<file path="src/include/rpx_defs.vh">
// Constants for the power-control and extended-RAM block of the RTC.
// Assumes a 200 MHz core clock; included by bare name from src/.
`ifndef RPX_DEFS_VH
`define RPX_DEFS_VH
// ==========================================================================
// Register offsets (bank 1)
`define RPX_OFS_STAT 8'h4A
`define RPX_OFS_ENAB 8'h4B
`define RPX_OFS_ADRL 8'h50
`define RPX_OFS_ADRH 8'h51
`define RPX_OFS_DATA 8'h53
// ==========================================================================
// Status register bit positions
`define RPX_ST_AUXV 7
`define RPX_ST_UIP 6
`define RPX_ST_BURST 5
`define RPX_ST_PREL 3
`define RPX_ST_RCF 2
`define RPX_ST_WF 1
`define RPX_ST_KF 0
// Enable register bit positions
`define RPX_EN_ABE 7
`define RPX_EN_RAW_OSC_OUTPUT_ENABLE 6
`define RPX_EN_XSEL 5
`define RPX_EN_RCE 4
`define RPX_EN_PRS 3
`define RPX_EN_RIE 2
`define RPX_EN_WIE 1
`define RPX_EN_KSE 0
// Reset values
`define RPX_STAT_RST 8'h00
`define RPX_ENAB_RST 8'h40
// ==========================================================================
// Timing: clock rate, kickstart width (ns), timeout (s), recovery (ns)
`define RPX_CLK_HZ 200000000
`define RPX_KS_MIN_NS 2000
`define RPX_KS_MIN_CYC ((`RPX_KS_MIN_NS * 200 + 999) / 1000)
`define RPX_POTO_S 2
`define RPX_POTO_CYC (`RPX_POTO_S * `RPX_CLK_HZ)
`define RPX_REC_NS 1000
`define RPX_REC_CYC ((`RPX_REC_NS * 200 + 999) / 1000)
`define RPX_UIP_LEAD_US 122
`define RPX_UIP_LEAD_CYC (`RPX_UIP_LEAD_US * 200)
`define RPX_USER_RAM 114
`endif

</file>
<file path="src/rpx_power_extram.v">
// Wake-up/kickstart power control, user-RAM clear and extended RAM access.
// Assumes host strobes synchronous to clk_i and one-cycle strobe pulses.
`timescale 1ns/1ps
`include "rpx_defs.vh"

module rpx_power_extram #(
   parameter AW = 13,                       // Extended RAM address width
   parameter POTO_CYC = `RPX_POTO_CYC,      // Power-on timeout cycles
   parameter UIP_LEAD_CYC = `RPX_UIP_LEAD_CYC // Update-flag lead cycles
) (
   input wire clk_i,                 // 200 MHz clock
   input wire reset_n_i,             // Async reset, active low
   input wire bus_cs_i,              // Chip select qualifies strobes
   input wire bus_bank1_i,           // Bank select bit of control A
   input wire [7:0] bus_addr_i,      // Latched register address
   input wire bus_wr_i,              // Write strobe rising edge pulse
   input wire bus_rd_i,              // Read strobe rising edge pulse
   input wire [7:0] bus_wdata_i,     // Write data
   output reg [7:0] bus_rdata_o,     // Read data
   output reg bus_rvalid_o,          // Read data valid pulse
   input wire osc_clk_i,             // Raw 32.768 kHz oscillator level
   input wire [2:0] divider_ctrl_i,  // Divider control bits of register A
   input wire main_power_i,          // Main supply present
   input wire aux_battery_valid_i,   // Auxiliary battery good
   input wire alarm_match_i,         // Date/time alarm match pulse
   input wire update_start_i,        // Pulse: update cycle begins in lead time
   input wire update_end_i,          // Pulse: update cycle ends
   input wire other_irq_i,           // Other pending interrupt sources
   input wire kickstart_in_n_i,      // Kickstart input
   input wire ram_clear_in_n_i,      // RAM clear input
   output reg power_request_n_o,     // Power request pin level
   output reg power_request_oe_o,    // Power request drive enable
   output reg irq_n_o,               // Interrupt pin level
   output reg irq_oe_o,              // Interrupt drive enable
   output reg square_wave_out_o,     // Raw oscillator output
   output reg xtal_load_sel_o,       // 0 = 6 pF, 1 = 12.5 pF
   output reg user_ram_fill_o,       // Pulse: fill user RAM with ones
   output reg [AW-1:0] xram_addr_o,  // Extended RAM address
   output reg xram_we_o,             // Extended RAM write pulse
   output reg [7:0] xram_wdata_o,    // Extended RAM write data
   input wire [7:0] xram_rdata_i     // Extended RAM read data
);

   // ========================================================================
   // Register state
   reg [7:0] enab_q;
   reg burst_q, prel_q, rcf_q, wf_q, kf_q, uip_q;
   reg [15:0] adr_q;
   reg [15:0] ks_cnt_q;
   reg ks_seen_q, ks_prev_q, rc_prev_q, main_prev_q;
   reg [15:0] rec_cnt_q;
   reg [31:0] poto_cnt_q;
   reg poto_act_q;
   reg [31:0] uip_cnt_q;
   reg uip_arm_q;
   reg rd_pend_q;
   // Recovery count held at the counter's own width
   localparam [15:0] REC_CYC = `RPX_REC_CYC;

   // Address decode helper, used for reads and writes
   function hit;
      input [7:0] a;
      input [7:0] ofs;
      begin
         hit = (a == ofs);
      end
   endfunction

   // Accesses are dropped while the clear recovery window runs
   wire locked = (rec_cnt_q != 16'h0000);
   wire acc_ok = bus_cs_i && bus_bank1_i && !locked;
   wire wr_ev = acc_ok && bus_wr_i;
   wire rd_ev = acc_ok && bus_rd_i;

   // Divider pattern 01X means oscillator on and chain running
   wire chain_run = (divider_ctrl_i[2:1] == 2'b01);
   wire wake_pend = wf_q && enab_q[`RPX_EN_WIE];
   wire kick_pend = kf_q && enab_q[`RPX_EN_KSE];
   wire rc_pend = rcf_q && enab_q[`RPX_EN_RIE];
   wire battery_ok = enab_q[`RPX_EN_ABE] && chain_run;

   // ========================================================================
   // Kickstart low-pulse qualifier: width counted, flag set once per pulse
   wire ks_fire = !kickstart_in_n_i && !ks_seen_q &&
                  (ks_cnt_q >= `RPX_KS_MIN_CYC - 1);
   wire alarm_fire = alarm_match_i && (main_power_i || battery_ok);
   // RAM clear edge only acts when enabled
   wire rc_fall = rc_prev_q && !ram_clear_in_n_i;
   wire rc_fire = rc_fall && enab_q[`RPX_EN_RCE];

   always @(posedge clk_i or negedge reset_n_i) begin
      if (!reset_n_i) begin
         ks_cnt_q <= 16'h0000;
         ks_seen_q <= 1'b0;
         ks_prev_q <= 1'b1;
         rc_prev_q <= 1'b1;
         main_prev_q <= 1'b0;
      end else begin
         ks_prev_q <= kickstart_in_n_i;
         rc_prev_q <= ram_clear_in_n_i;
         main_prev_q <= main_power_i;
         if (kickstart_in_n_i) begin
            ks_cnt_q <= 16'h0000;
            ks_seen_q <= 1'b0;
         end else begin
            if (ks_cnt_q != 16'hFFFF)
               ks_cnt_q <= ks_cnt_q + 16'h0001;
            if (ks_fire)
               ks_seen_q <= 1'b1;
         end
      end
   end

   // ========================================================================
   // Status flags: hardware set wins over a software clear
   always @(posedge clk_i or negedge reset_n_i) begin
      if (!reset_n_i) begin
         burst_q <= 1'b0;
         prel_q <= 1'b0;
         rcf_q <= 1'b0;
         wf_q <= 1'b0;
         kf_q <= 1'b0;
         enab_q <= `RPX_ENAB_RST;
      end else begin
         if (wr_ev && hit(bus_addr_i, `RPX_OFS_STAT)) begin
            burst_q <= bus_wdata_i[`RPX_ST_BURST];
            prel_q <= bus_wdata_i[`RPX_ST_PREL];
            rcf_q <= bus_wdata_i[`RPX_ST_RCF];
            wf_q <= bus_wdata_i[`RPX_ST_WF];
            kf_q <= bus_wdata_i[`RPX_ST_KF];
         end
         if (wr_ev && hit(bus_addr_i, `RPX_OFS_ENAB))
            enab_q <= bus_wdata_i;
         if (alarm_fire)
            wf_q <= 1'b1;
         if (ks_fire)
            kf_q <= 1'b1;
         if (rc_fire)
            rcf_q <= 1'b1;
         // Enabled pending wake or kickstart event pulls the release bit back to zero
         if (wake_pend || kick_pend)
            prel_q <= 1'b0;
         // Raw clock output re-enabled whenever main supply returns
         if (main_power_i && !main_prev_q)
            enab_q[`RPX_EN_RAW_OSC_OUTPUT_ENABLE] <= 1'b1;
      end
   end

   // ========================================================================
   // Power-on timeout: without main supply the event-driven request is dropped after 2 s
   always @(posedge clk_i or negedge reset_n_i) begin
      if (!reset_n_i) begin
         poto_cnt_q <= 32'h0000_0000;
         poto_act_q <= 1'b0;
      end else if (main_power_i || !(wake_pend || kick_pend)) begin
         poto_cnt_q <= 32'h0000_0000;
         poto_act_q <= 1'b0;
      end else if (!poto_act_q && chain_run) begin
         poto_act_q <= 1'b1;
         poto_cnt_q <= 32'h0000_0000;
      end else if (poto_act_q && chain_run && poto_cnt_q < POTO_CYC) begin
         poto_cnt_q <= poto_cnt_q + 32'h0000_0001;
      end
   end
   wire poto_expired = poto_act_q && (poto_cnt_q >= POTO_CYC);

   // ========================================================================
   // Update-in-progress flag: set lead time ahead, cleared at update end
   always @(posedge clk_i or negedge reset_n_i) begin
      if (!reset_n_i) begin
         uip_q <= 1'b0;
         uip_arm_q <= 1'b0;
         uip_cnt_q <= 32'h0000_0000;
      end else begin
         if (update_start_i) begin
            uip_q <= 1'b1;
            uip_arm_q <= 1'b1;
            uip_cnt_q <= 32'h0000_0000;
         end else if (uip_arm_q && uip_cnt_q < UIP_LEAD_CYC)
            uip_cnt_q <= uip_cnt_q + 32'h0000_0001;
         if (update_end_i) begin
            uip_q <= 1'b0;
            uip_arm_q <= 1'b0;
         end
      end
   end

   // ========================================================================
   // Recovery lockout after a clear input activation
   always @(posedge clk_i or negedge reset_n_i) begin
      if (!reset_n_i)
         rec_cnt_q <= 16'h0000;
      else if (rc_fire)
         rec_cnt_q <= REC_CYC;
      else if (locked)
         rec_cnt_q <= rec_cnt_q - 16'h0001;
   end

   // ========================================================================
   // Extended RAM address, data port and burst increment
   wire [15:0] adr_mask = (16'h0001 << AW) - 16'h0001;
   wire data_hit = hit(bus_addr_i, `RPX_OFS_DATA);
   always @(posedge clk_i or negedge reset_n_i) begin
      if (!reset_n_i) begin
         adr_q <= 16'h0000;
         xram_we_o <= 1'b0;
         xram_wdata_o <= 8'h00;
      end else begin
         xram_we_o <= wr_ev && data_hit;
         if (wr_ev && data_hit)
            xram_wdata_o <= bus_wdata_i;
         if (wr_ev && hit(bus_addr_i, `RPX_OFS_ADRL))
            adr_q[7:0] <= bus_wdata_i;
         else if (wr_ev && hit(bus_addr_i, `RPX_OFS_ADRH))
            adr_q[15:8] <= bus_wdata_i;
         else if ((wr_ev || rd_ev) && data_hit && burst_q)
            adr_q <= (adr_q + 16'h0001) & adr_mask;
         // Burst off: address left as written
      end
   end

   // ========================================================================
   // Read path; reserved bits return zero
   always @(posedge clk_i or negedge reset_n_i) begin
      if (!reset_n_i) begin
         bus_rdata_o <= 8'h00;
         bus_rvalid_o <= 1'b0;
      end else begin
         bus_rvalid_o <= rd_ev;
         if (rd_ev) begin
            if (hit(bus_addr_i, `RPX_OFS_STAT))
               bus_rdata_o <= {aux_battery_valid_i, uip_q, burst_q, 1'b0,
                               prel_q, rcf_q, wf_q, kf_q};
            else if (hit(bus_addr_i, `RPX_OFS_ENAB))
               bus_rdata_o <= enab_q;
            else if (hit(bus_addr_i, `RPX_OFS_ADRL))
               bus_rdata_o <= adr_q[7:0];
            else if (hit(bus_addr_i, `RPX_OFS_ADRH))
               bus_rdata_o <= adr_q[15:8];
            else if (data_hit)
               bus_rdata_o <= xram_rdata_i;
            else
               bus_rdata_o <= 8'h00;
         end
      end
   end

   // ========================================================================
   // Pin drive: power request, interrupt, square wave, crystal select
   always @(posedge clk_i or negedge reset_n_i) begin
      if (!reset_n_i) begin
         power_request_n_o <= 1'b0;
         power_request_oe_o <= 1'b0;
         irq_n_o <= 1'b0;
         irq_oe_o <= 1'b0;
         square_wave_out_o <= 1'b0;
         xtal_load_sel_o <= 1'b0;
         user_ram_fill_o <= 1'b0;
         xram_addr_o <= {AW{1'b0}};
      end else begin
         power_request_n_o <= 1'b0;
         if (main_power_i)
            // Powered: release bit clear or a pending wake/kickstart event drives it; events clear the bit
            power_request_oe_o <= !prel_q || wake_pend || kick_pend;
         else
            // Power fail: select bit keeps the request for the whole outage,
            // battery-mode events add to it and need the chain running
            power_request_oe_o <= (enab_q[`RPX_EN_PRS] && !prel_q) ||
                                  (battery_ok && (wake_pend || kick_pend)
                                   && !poto_expired);
         // Interrupt floats without main supply
         irq_n_o <= 1'b0;
         irq_oe_o <= main_power_i &&
                     (wake_pend || kick_pend || rc_pend || other_irq_i);
         square_wave_out_o <= enab_q[`RPX_EN_RAW_OSC_OUTPUT_ENABLE] && osc_clk_i;
         xtal_load_sel_o <= enab_q[`RPX_EN_XSEL];
         user_ram_fill_o <= rc_fire;
         xram_addr_o <= adr_q[AW-1:0];
      end
   end

endmodule // rpx_power_extram

</file>
<file path="config.mk">
export PLATFORM = sky130hd
export DESIGN_NAME = rpx_power_extram
export DESIGN_NICKNAME = d
export VERILOG_FILES = /design/src/rpx_power_extram.v
export VERILOG_INCLUDE_DIRS = /design/src /design/src/include
export SDC_FILE = /design/constraint.sdc
export NUM_CORES = 1
export LEC_CHECK = 0
export ABC_AREA = 1
export BUFFER_PORTS_ARGS = -buffer_cell sky130_fd_sc_hd__buf_4
export CORE_UTILIZATION = 49
export CTS_BUF_LIST = sky130_fd_sc_hd__clkbuf_4
export DETAILED_ROUTE_END_ITERATION = 7
export GPL_ROUTABILITY_DRIVEN = 0
export PLACE_DENSITY = 0.69
export SKIP_CTS_REPAIR_TIMING = 1
export SLEW_MARGIN = 40
export SYNTH_ARGS = -nofsm -noshare
export SYNTH_HDL_FRONTEND = slang
export SYNTH_SLANG_ARGS = --single-unit
</file>
<file path="constraint.sdc">
create_clock -name clk_i -period 3.6 [get_ports clk_i]
set_clock_uncertainty 0.15 [all_clocks]
set_input_delay 1.08 -clock clk_i [delete_from_list [all_inputs] [get_ports clk_i]]
set_output_delay 1.08 -clock clk_i [all_outputs]
set_load 0.005 [all_outputs]
</file>
== After elaboration in Yosys (flattened, before gate mapping) ==
Index checks and enable logic that the tools add are counted.
Storage, ports and cells
  register bits: 134
  latch bits: 0
  bits in writable memories: 0
  ROM bits: 0
  input bits: 42
  output and inout port bits: 38
  word-level logic and storage cells: 140
  memories kept: 0
Operators by class
  $add $sub $neg: 4
  multiply operators: 0
  div/mod/pow operators: 0
  order comparisons: 3
  equality and inequality tests: 8
  shifts and indexed selects: 0
  muxes and demuxes: 33
  bitwise operators: 1
  reductions and logical operators: 64
Operators with widths (count)
  $mux W32: 3
  $mux W16: 5
  $mux W8: 8
  $eq A8 B7 Y1 const B: 5
  $add A32 B1 Y32 const B: 1
  $ge A32 B29 Y1 const B: 1
  $lt A32 B29 Y1 const B: 1
  $logic_and A1 B1 Y1: 30
  $reduce_bool A2 Y1: 12
  $add A16 B1 Y16 const B: 1
  $ge A16 B9 Y1 const B: 1
  $mux W1: 16
  $ne A16 B16 Y1 const B: 1
  $reduce_bool A16 Y1: 1
  $sub A16 B1 Y16 const B: 1
  $add A13 B1 Y13 const B: 1
  $logic_not A1 Y1: 9
  $logic_or A1 B1 Y1: 9
  $mux W7: 1
  $reduce_and A2 Y1: 2
  $reduce_bool A3 Y1: 1
  $eq A2 B1 Y1 const B: 1
  $ne A2 B2 Y1 const B: 1
  $not A1 Y1: 1

== Longest topological paths before layout ==
Gate-level depths: netlist (run 1).
  depth after elaboration: 10
  depth in mapped cells: 12
  mapped depth without buffers: 11

== Least setup slack after synthesis (run 1) ==
OpenSTA, ideal clock, no wires.
  kind: input to register
  start: in divider_ctrl_i[2]
  end: reg poto_cnt_q[28]
  library setup time: 0.117 ns
  arrival time: 2.084 ns
  required time: 3.333 ns
  setup slack: 1.250 ns
  stages: 9
  buffers on the path: 1
  path through: inv_1 -> nand2_1 -> nor2_1 -> inv_1 -> clkbuf_1 -> nand3_1 -> nor2_1 -> nand2_1 -> nand2_1
On the way
  word-level cells in the longest chain between the ends: 4
  elaborated cells on any way between the ends: 7
  those cells by class: 1 x eq/ne; 2 x mux; 4 x reduce/logical
Ends and longest elaborated chain
  start: declaration: RTL line rpx_power_extram.v:22  | input wire [2:0] divider_ctrl_i,
  $eq A2 B1 Y1 (*): RTL line rpx_power_extram.v:76  | wire chain_run = (divider_ctrl_i[2:1] == 2'b01);
  $logic_and A1 B1 Y1, on equally long branches: RTL line rpx_power_extram.v:158, rpx_power_extram.v:161
  $mux W32 / $logic_and A1 B1 Y1 (equally long branches): RTL line rpx_power_extram.v:158, rpx_power_extram.v:161
  $mux W32 / $reduce_bool A3 Y1 (equally long branches)
  end signal: assignment: RTL line rpx_power_extram.v:162  | poto_cnt_q <= poto_cnt_q + 32'h0000_0001;
  end: declaration: RTL line rpx_power_extram.v:52  | reg [31:0] poto_cnt_q;
Every way passes the cells marked *; elsewhere a longest branch is shown, timed or not.
A chain may end at the register's enable or synchronous reset.

== Final worst setup path (run 1) ==
  start: reg xram_wdata_o[7]
  end: out xram_wdata_o[7]
RTL lines
  start: declaration: RTL line rpx_power_extram.v:40  | output reg [7:0] xram_wdata_o,
  start signal: assignment: RTL line rpx_power_extram.v:211  | xram_wdata_o <= bus_wdata_i;
No word-level cell between the ends.

==> impl_metrics.csv, run 1 <==
group,metric,value,unit
drt,wl_per_cell,14.1,um
synthesis,yosys-top-cells-area,"dfrtp_1 (43%), nand2_1 (17%), nand3_1 (8.5%)",
synthesis,synth_fa_ha_area_frac,0.00975,
global_route,grt-ovfl-total,0,
critical_path,reg2reg_to,"adr_q[8]",
drt,drt_iter0_drc,442,
sta,rsz0062_at_grt,"false",
drt,drc,0,
critical_path,cp-end-kind,"output port",
floorplanning,coreArea,15300,um^2
global_route,antenna_found_initial,1,
cts,h-tree-depth,4,
critical_path,path_cells,"buf_4",
place,io_buffers,76,
sta,clock.fmax,421,MHz
floorplanning,dieArea,16200,um^2
pwr,p_switching,981,uW
global_route,grt_usage,0.260,
drt,vias_per_cell,5.10,
pwr,internal-power,2.14,mW
floorplanning,die_h,127,um
pwr,leakage,4.34,nW
critical_path,cp-start-kind,"flip-flop",
sta,tns,0,ns
place,dp_cells,1362,
pwr,peakVddDrop,0.240,mV
critical_path,worst-path-buf-inv,1,
synthesis,ys_seq_elements,134,
sta,tightest_slew,0.679,ns
sta,setup-violations-final,0,
finish,drive_gt1_frac,0.126,
drt,via_count,7116,
critical_path,cp_slowest_cell,"dfrtp_1",
finish,fill_cells,1494,
synthesis,synth_top_area_frac,0.429,
synthesis,synth_top_family_by_area,"simple AND/OR/NAND/NOR gates",
critical_path,cp_slowest_stage_delay,0.43,ns
sta,slew_headroom,0.544,
critical_path,cpLargestDelayFamily,"flip-flops",
place,dp_hpwl,14.6,mm
cts,cts_max_path_buffers,2,
worst_hold_path,hp-class,"reg -> reg",
status,status,"finished, final reports clean",
floorplanning,std_cell_rows,45,
synthesis,syn_area,7700,um^2
synthesis,synth_xor_area_frac,0.0319,
synthesis,netlist_instances,1086,
synthesis,yosys-mux-area-fraction,0,
drt,routed_wirelength,19.7,mm
job,drv_cap,0,
sta,fin_crit,2.37,ns
critical_path,timing_worst_setup_path_type,"reg -> out",
synthesis,synthSimpleGateAreaFrac,0.397,
floorplanning,io_pins,80,
synthesis,avgSynthCellArea,7.09,um^2
sta,maxSlewViolCount,0,
cts,cts_tree,"yes",
critical_path,worst_ep_required_time,2.37,ns
worst_hold_path,hold_start,"adr_q[11]",
global_route,grt_pass1_vias,6819,
synthesis,synth.yosys.seq_area_share,0.436,
pwr,share_seq_of_total_power,0.549,
critical_path,arrival,1.14,ns
floorplanning,chipWidth,127,um
synthesis,synth.distinct_cells,41,
drt,first_pass_iters,5,
finish,area_growth,13.8,%
worst_hold_path,min_path_cells,0,
cts,root_buffer,"clkbuf_4",
cts,insertion_delay,0.57,ns
worst_hold_path,whs_endpoint,"xram_addr_o[11]",
global_route,grt_max_degree,63,
pwr,combPwrFrac,0.154,
global_route,grt_pass1_wl,33.1,mm
drt,ant_nets,0,
synthesis,yosysWarnings,0,
finish,fin_nets,1218,
floorplanning,start_util,0.504,
pwr,clock_power_share,0.297,
critical_path,rr_worst_depth,11,
critical_path,rr_startpoint,"rec_cnt_q[0]",
pwr,powerDensity,357,nW/um^2
cts,clkTransAtPathRegs,0.12,ns
sta,post-route-period-util,0.660,
critical_path,r2r_slack,1.36,ns
sta,hold_viol,0,
critical_path,path_max_fanout,2,
pwr,swShare,0.314,
finish,final_cells,1396,
synthesis,synth_compound_area_frac,0.0462,
cts,cts_sinks,134,
cts,cts-buffers-inserted,17,
synthesis,synth_largest_area_cell,"dfrtp_1",
[logic make-up (layout without fill, tap and decap cells)]
family                     after synthesis  count (layout)
AOI/OAI and AO/OA                       61              61
buffers and inverters                  152             248
adders and majority gates                6               6
and+or+nand+nor                        704             704
other                                    1               4
xor gates and xnor gates                28              28
DFF                                    134             134
[Yosys cell counts (all sizes together)]
cell and number:
a211oi 1, a21oi 11, a22oi 2, a31o 1, a31oi 3, and3 1, buf 15, clkbuf 9
clkinv 1, conb 1, dfrtp 132, dfstp 2, ha 6, inv 127, nand2 353, nand3 134
nand3b 3, nand4 15, nor2 148, nor3 33, nor3b 3, nor4 9, o211ai 3, o21ai 35
o22ai 1, o31ai 4, or2 5, xnor2 7, xor2 21
[stage by stage]
stage / cell area, um^2 / hold slack (ns) / setup slack [ns] / util / power (mW)
final: 8760 / 0.324 / 1.23 / 0.574 / 3.12
after global routing: 8760 / 0.338 / 1.06 / 0.574 / 3.29
after CTS: 8750 / 0.327 / 1.19 / 0.574 / 3.16
after detailed placement: 8510 / 0.297 / 0.679 / 0.557 / 2.22
after global placement: 8510 / 0.295 / 0.715 / 0.557 / 2.21
after floorplan: 7700 / 0.224 / 1.25 / - / 2.05
[area by class of cell]
type,instances,area (um^2),share of cell area
sequential,134,3360,0.383
clock buffer,19,143,0.0163
clock inverter,13,106,0.0121
antenna,2,5.00,0.000571
timing repair buffer,88,664,0.0758
multi-input combinational,801,3740,0.427
inverter,128,480,0.0548
tap,211,264,0.0301
[layout by cell type (no fill, tap or decap), drive strengths merged, types with 2 or more instances in the layout]
cell type	synthesis	layout
buf	15	88
a21oi	11	11
o31ai	4	4
nor3	33	33
nand3b	3	3
diode	0	2
nor3b	3	3
xor2	21	21
clkinvlp	0	2
nor2	148	148
dfrtp	132	132
nand2	353	353
nor4	9	9
xnor2	7	7
clkinv	1	9
or2	5	5
dfstp	2	2
inv	127	129
a22oi	2	2
nand3	134	134
conb	1	2
o211ai	3	3
nand4	15	15
o21ai	35	35
ha	6	6
clkbuf	9	19
a31oi	3	3
[registers in the layout, summed over array words and instances, names as in the netlist, 8 cells and up]
register / count
poto_cnt_q: 32
bus_rdata_o: 8
adr_q: 16
rec_cnt_q: 16
ks_cnt_q: 16
xram_wdata_o: 8
enab_q: 8
xram_addr_o: 13
[power groups by stage]
stage	registers [mW]	clock network [mW]	logic, mW
floorplan	1.71	0	0.340
global placement	1.74	0	0.471
detailed placement	1.74	0	0.483
CTS	1.71	0.960	0.486
global route	1.73	1.01	0.553
finish	1.71	0.929	0.482
[worst max path at each step]
stage | from | endpoint | slack, ns | cells after the start
after detailed placement | divider_ctrl_i[2] | poto_cnt_q[20] | 0.68 | 9
after floorplan | divider_ctrl_i[2] | poto_cnt_q[28] | 1.25 | 9
after CTS | xram_wdata_o[7] | xram_wdata_o[7] | 1.19 | 1
final | xram_wdata_o[7] | xram_wdata_o[7] | 1.23 | 1
after global routing | divider_ctrl_i[2] | poto_cnt_q[28] | 1.06 | 9
after global placement | divider_ctrl_i[2] | poto_cnt_q[15] | 0.72 | 9
[per-layer routing]
layer | vias to the layer above | track usage | wire, um
met5 | - | 0 | 0
met4 | 0 | 0.0854 | 342
met3 | 27 | 0.0565 | 988
met2 | 202 | 0.429 | 9560
met1 | 3272 | 0.339 | 8810
li1 | 3615 | - | -
Note: power is estimated with default switching activity, not from simulation.
==> inputs of run 2 (changes only) <==
--- a/config.mk
+++ b/config.mk
@@ -6,13 +6,13 @@
 export SDC_FILE = /design/constraint.sdc
 export NUM_CORES = 1
 export LEC_CHECK = 0
-export ABC_AREA = 1
+export ABC_AREA = 0
 export BUFFER_PORTS_ARGS = -buffer_cell sky130_fd_sc_hd__buf_4
 export CORE_UTILIZATION = 49
 export CTS_BUF_LIST = sky130_fd_sc_hd__clkbuf_4
 export DETAILED_ROUTE_END_ITERATION = 7
 export GPL_ROUTABILITY_DRIVEN = 0
-export PLACE_DENSITY = 0.69
+export PLACE_DENSITY = 0.72
 export SKIP_CTS_REPAIR_TIMING = 1
 export SLEW_MARGIN = 40
 export SYNTH_ARGS = -nofsm -noshare
==> constraint.sdc (replaced) <==
create_clock -name clk_i -period 2 [get_ports clk_i]
set_clock_uncertainty 0.15 [all_clocks]
set_input_delay 0.6 -clock clk_i [delete_from_list [all_inputs] [get_ports clk_i]]
set_output_delay 0.6 -clock clk_i [all_outputs]
set_load 0.005 [all_outputs]
==> run 2 against run 1 <==
The run now ends with setup timing left; non-clock buffer count grew 182; routed wire length grew 20%; critical path depth grew 6; sequential share of layout area shrank 5.5 points; sequential cell count is the same; synthesized area shrank 9.2%; power grew 63%; largest power group unchanged.
==> impl_metrics.csv, run 2 <==
group,metric,value,unit
status,status,"finished with violations",
status,violations,"setup timing",
finish,fill_cells,943,
drt,vias_per_cell,6.29,
sta,tightest_slew,0.562,ns
critical_path,worstSetupStartpoint,"poto_cnt_q[10]",
cts,h-tree-depth,4,
pwr,leakage,4.44,nW
pwr,powerDensity,496,nW/um^2
cts,cts-buffers-inserted,17,
sta,clock.fmax,431,MHz
floorplanning,die_h,121,um
global_route,grt_pass1_vias,6850,
floorplanning,std_cell_rows,43,
place,dpl_worst_slack,-0.613,ns
cts,cts_sinks,134,
finish,finalInstanceArea,10200,um^2
finish,final_common_cell,"buf_4",
global_route,grt-ovfl-total,0,
drt,drc,0,
critical_path,rr_worst_depth,7,
finish,fin_nets,1015,
global_route,antenna_found_initial,1,
sta,slew_headroom,0.624,
synthesis,yosysWarnings,0,
job,drv_cap,0,
finish,register_area,3360,um^2
finish,area_growth,46.5,%
floorplanning,chipWidth,121,um
place,dp_hpwl,15.8,mm
drt,routed_wirelength,23.6,mm
finish,final_cells,1161,
cts,clkTransAtPathRegs,0.13,ns
critical_path,cp-start-kind,"flip-flop",
critical_path,rr_startpoint,"poto_cnt_q[10]",
pwr,clock_power_share,0.398,
worst_hold_path,min_path_cells,2,
sta,rsz0062_at_grt,"true",
drt,ant_nets,0,
drt,via_count,7301,
pwr,combPwrFrac,0.065,
sta,hold_viol,0,
synthesis,synth-edff-count,0,
sta,maxSlewViolCount,0,
critical_path,reg2reg_to,"poto_cnt_q[24]",
cts,cts_tree,"yes",
critical_path,timing_worst_setup_path_type,"reg -> reg",
floorplanning,dieArea,14700,um^2
pwr,peakVddDrop,0.383,mV
synthesis,synth_largest_area_cell,"dfrtp_1",
synthesis,yosys-top-cells-area,"dfrtp_1 (47%), mux2_2 (3.7%), a21oi_1 (3.5%)",
finish,drive_gt1_frac,0.434,
place,io_buffers,76,
finish,largest-register,"poto_cnt_q",
global_route,grt_usage,0.303,
global_route,grt_pass1_wl,34.2,mm
synthesis,synth_ff_type,"dfrtp_1",
critical_path,r2r_slack,-0.32,ns
pwr,p_switching,1.21,mW
critical_path,arrival,2.68,ns
synthesis,syn_area,6990,um^2
worst_hold_path,hold_start,"osc_clk_i",
critical_path,cp-end-kind,"flip-flop",
synthesis,synth.distinct_cells,79,
finish,multi_input_area,4050,um^2
drt,first_pass_iters,7,
synthesis,ys_seq_elements,134,
worst_hold_path,whs_endpoint,"square_wave_out_o",
place,dp_cells,1096,
drt,drt_iter0_drc,776,
finish,postLayoutCoreUtil,0.737,
floorplanning,io_pins,80,
sta,setup-violations-final,62,
synthesis,synth_top_area_frac,0.473,
drt,wl_per_cell,20.3,um
cts,insertion_delay,0.58,ns
pwr,share_seq_of_total_power,0.538,
sta,fin_crit,2.32,ns
pwr,swShare,0.237,
finish,largest_reg_flops,32,
pwr,internal-power,3.87,mW
place,place_area,9020,um^2
finish,layout_common_cells,"buf_4 (234), dfrtp_1 (130), nor2_1 (51)",
synthesis,avgSynthCellArea,9.78,um^2
critical_path,path_max_fanout,7,
floorplanning,start_util,0.503,
synthesis,synthArstFlopShare,1.00,
critical_path,worst_ep_required_time,2.36,ns
synthesis,netlist_instances,714,
sta,post-route-period-util,1.16,
pwr,power.total,5.08,mW
sta,fin_ws,-0.321,ns
synthesis,synth_common_cells,"dfrtp_1 (132), nor2_1 (53), a21oi_1 (49), nand2_1 (49), o21ai_0 (35)",
synthesis,synth.yosys.seq_area_share,0.480,
worst_hold_path,hp-class,"in -> reg",
cts,cts_max_path_buffers,2,
synthesis,yosysMostFrequentCell,"dfrtp_1",
global_route,grt_max_degree,32,
floorplanning,coreArea,13900,um^2
cts,root_buffer,"clkbuf_4",
[run 2: cell types whose count changed after synthesis, moves of 16 or more]
cell      delta
a21oi_1     +38
clkbuf_1    +16
inv_1      -105
mux2_2      +23
nand2_1    -298
nand3_1     -96
nor2_1      -84
o21ai_0     +19
o21ai_1     -18
or3_1       +19
or4_1       +16
[run 2: worst max-delay path by stage]
stage | to | slack, ns | cells past startpoint
detailed placement | adr_q[12] | -0.61 | 9
finish | poto_cnt_q[24] | -0.32 | 7
global placement | adr_q[2] | -0.57 | 6
CTS | poto_cnt_q[16] | -0.47 | 5
global route | poto_cnt_q[10] | -0.36 | 7
floorplan | adr_q[2] | -0.50 | 6
[run 2: through the flow]
stage | setup TNS [ns] | hold slack [ns]
after floorplan | -12.95 | 0.154
after global placement | -31.69 | 0.242
after detailed placement | -34.38 | 0.254
after CTS | -13.38 | -0.282
after global routing | -11.78 | 0.0570
final | -7.58 | 0.0817
[run 2: final cells by class]
cell class	count	share of cell area
diodes	1	0.000245
clock buffers	20	0.0147
clock inverters	12	0.0155
inverters	22	0.00807
multi-input cells	522	0.396
flip-flops and latches	134	0.328
well taps	180	0.0220
repair buffers	270	0.215
[run 2: metal layers]
| metal | vias to the layer above | routed length (um) | global-route usage |
|---|---|---|---|
| li1 | 3195 | - | - |
| met1 | 3588 | 9230 | 0.385 |
| met2 | 401 | 11400 | 0.499 |
| met3 | 117 | 1850 | 0.0648 |
| met4 | 0 | 1090 | 0.128 |
| met5 | - | 0 | 0 |
[run 2: kinds of logic after synthesis]
family / Yosys count / synth area share
XOR/XNOR: 21 / 0.0263
AO/OA/AOI/OAI: 180 / 0.170
multiplexers: 29 / 0.0459
adder cells (fa/ha/maj): 6 / 0.0107
flip-flops: 134 / 0.480
buffers and inverters: 61 / 0.0362
AND/OR/NAND/NOR: 282 / 0.230
other: 1 / 0.000537
[run 2: worst max-delay path, cell delays in order (launching register included)]
cell and delay (ns):
dfrtp_1 0.40, or4_4 0.55, o211ai_4 0.19, buf_12 0.15
a31oi_4 0.15, buf_12 0.18, or3_4 0.32, a21oi_2 0.14
[run 2: power groups by stage]
stage | clock network (mW) | logic (mW) | registers (mW)
2_1_floorplan | 0 | 0.0846 | 2.78
3_3_place_gp | 0 | 0.305 | 2.78
3_5_place_dp | 0 | 0.312 | 2.78
4_1_cts | 2.04 | 0.314 | 2.73
5_1_grt | 2.16 | 0.352 | 2.73
6_report | 2.02 | 0.328 | 2.73
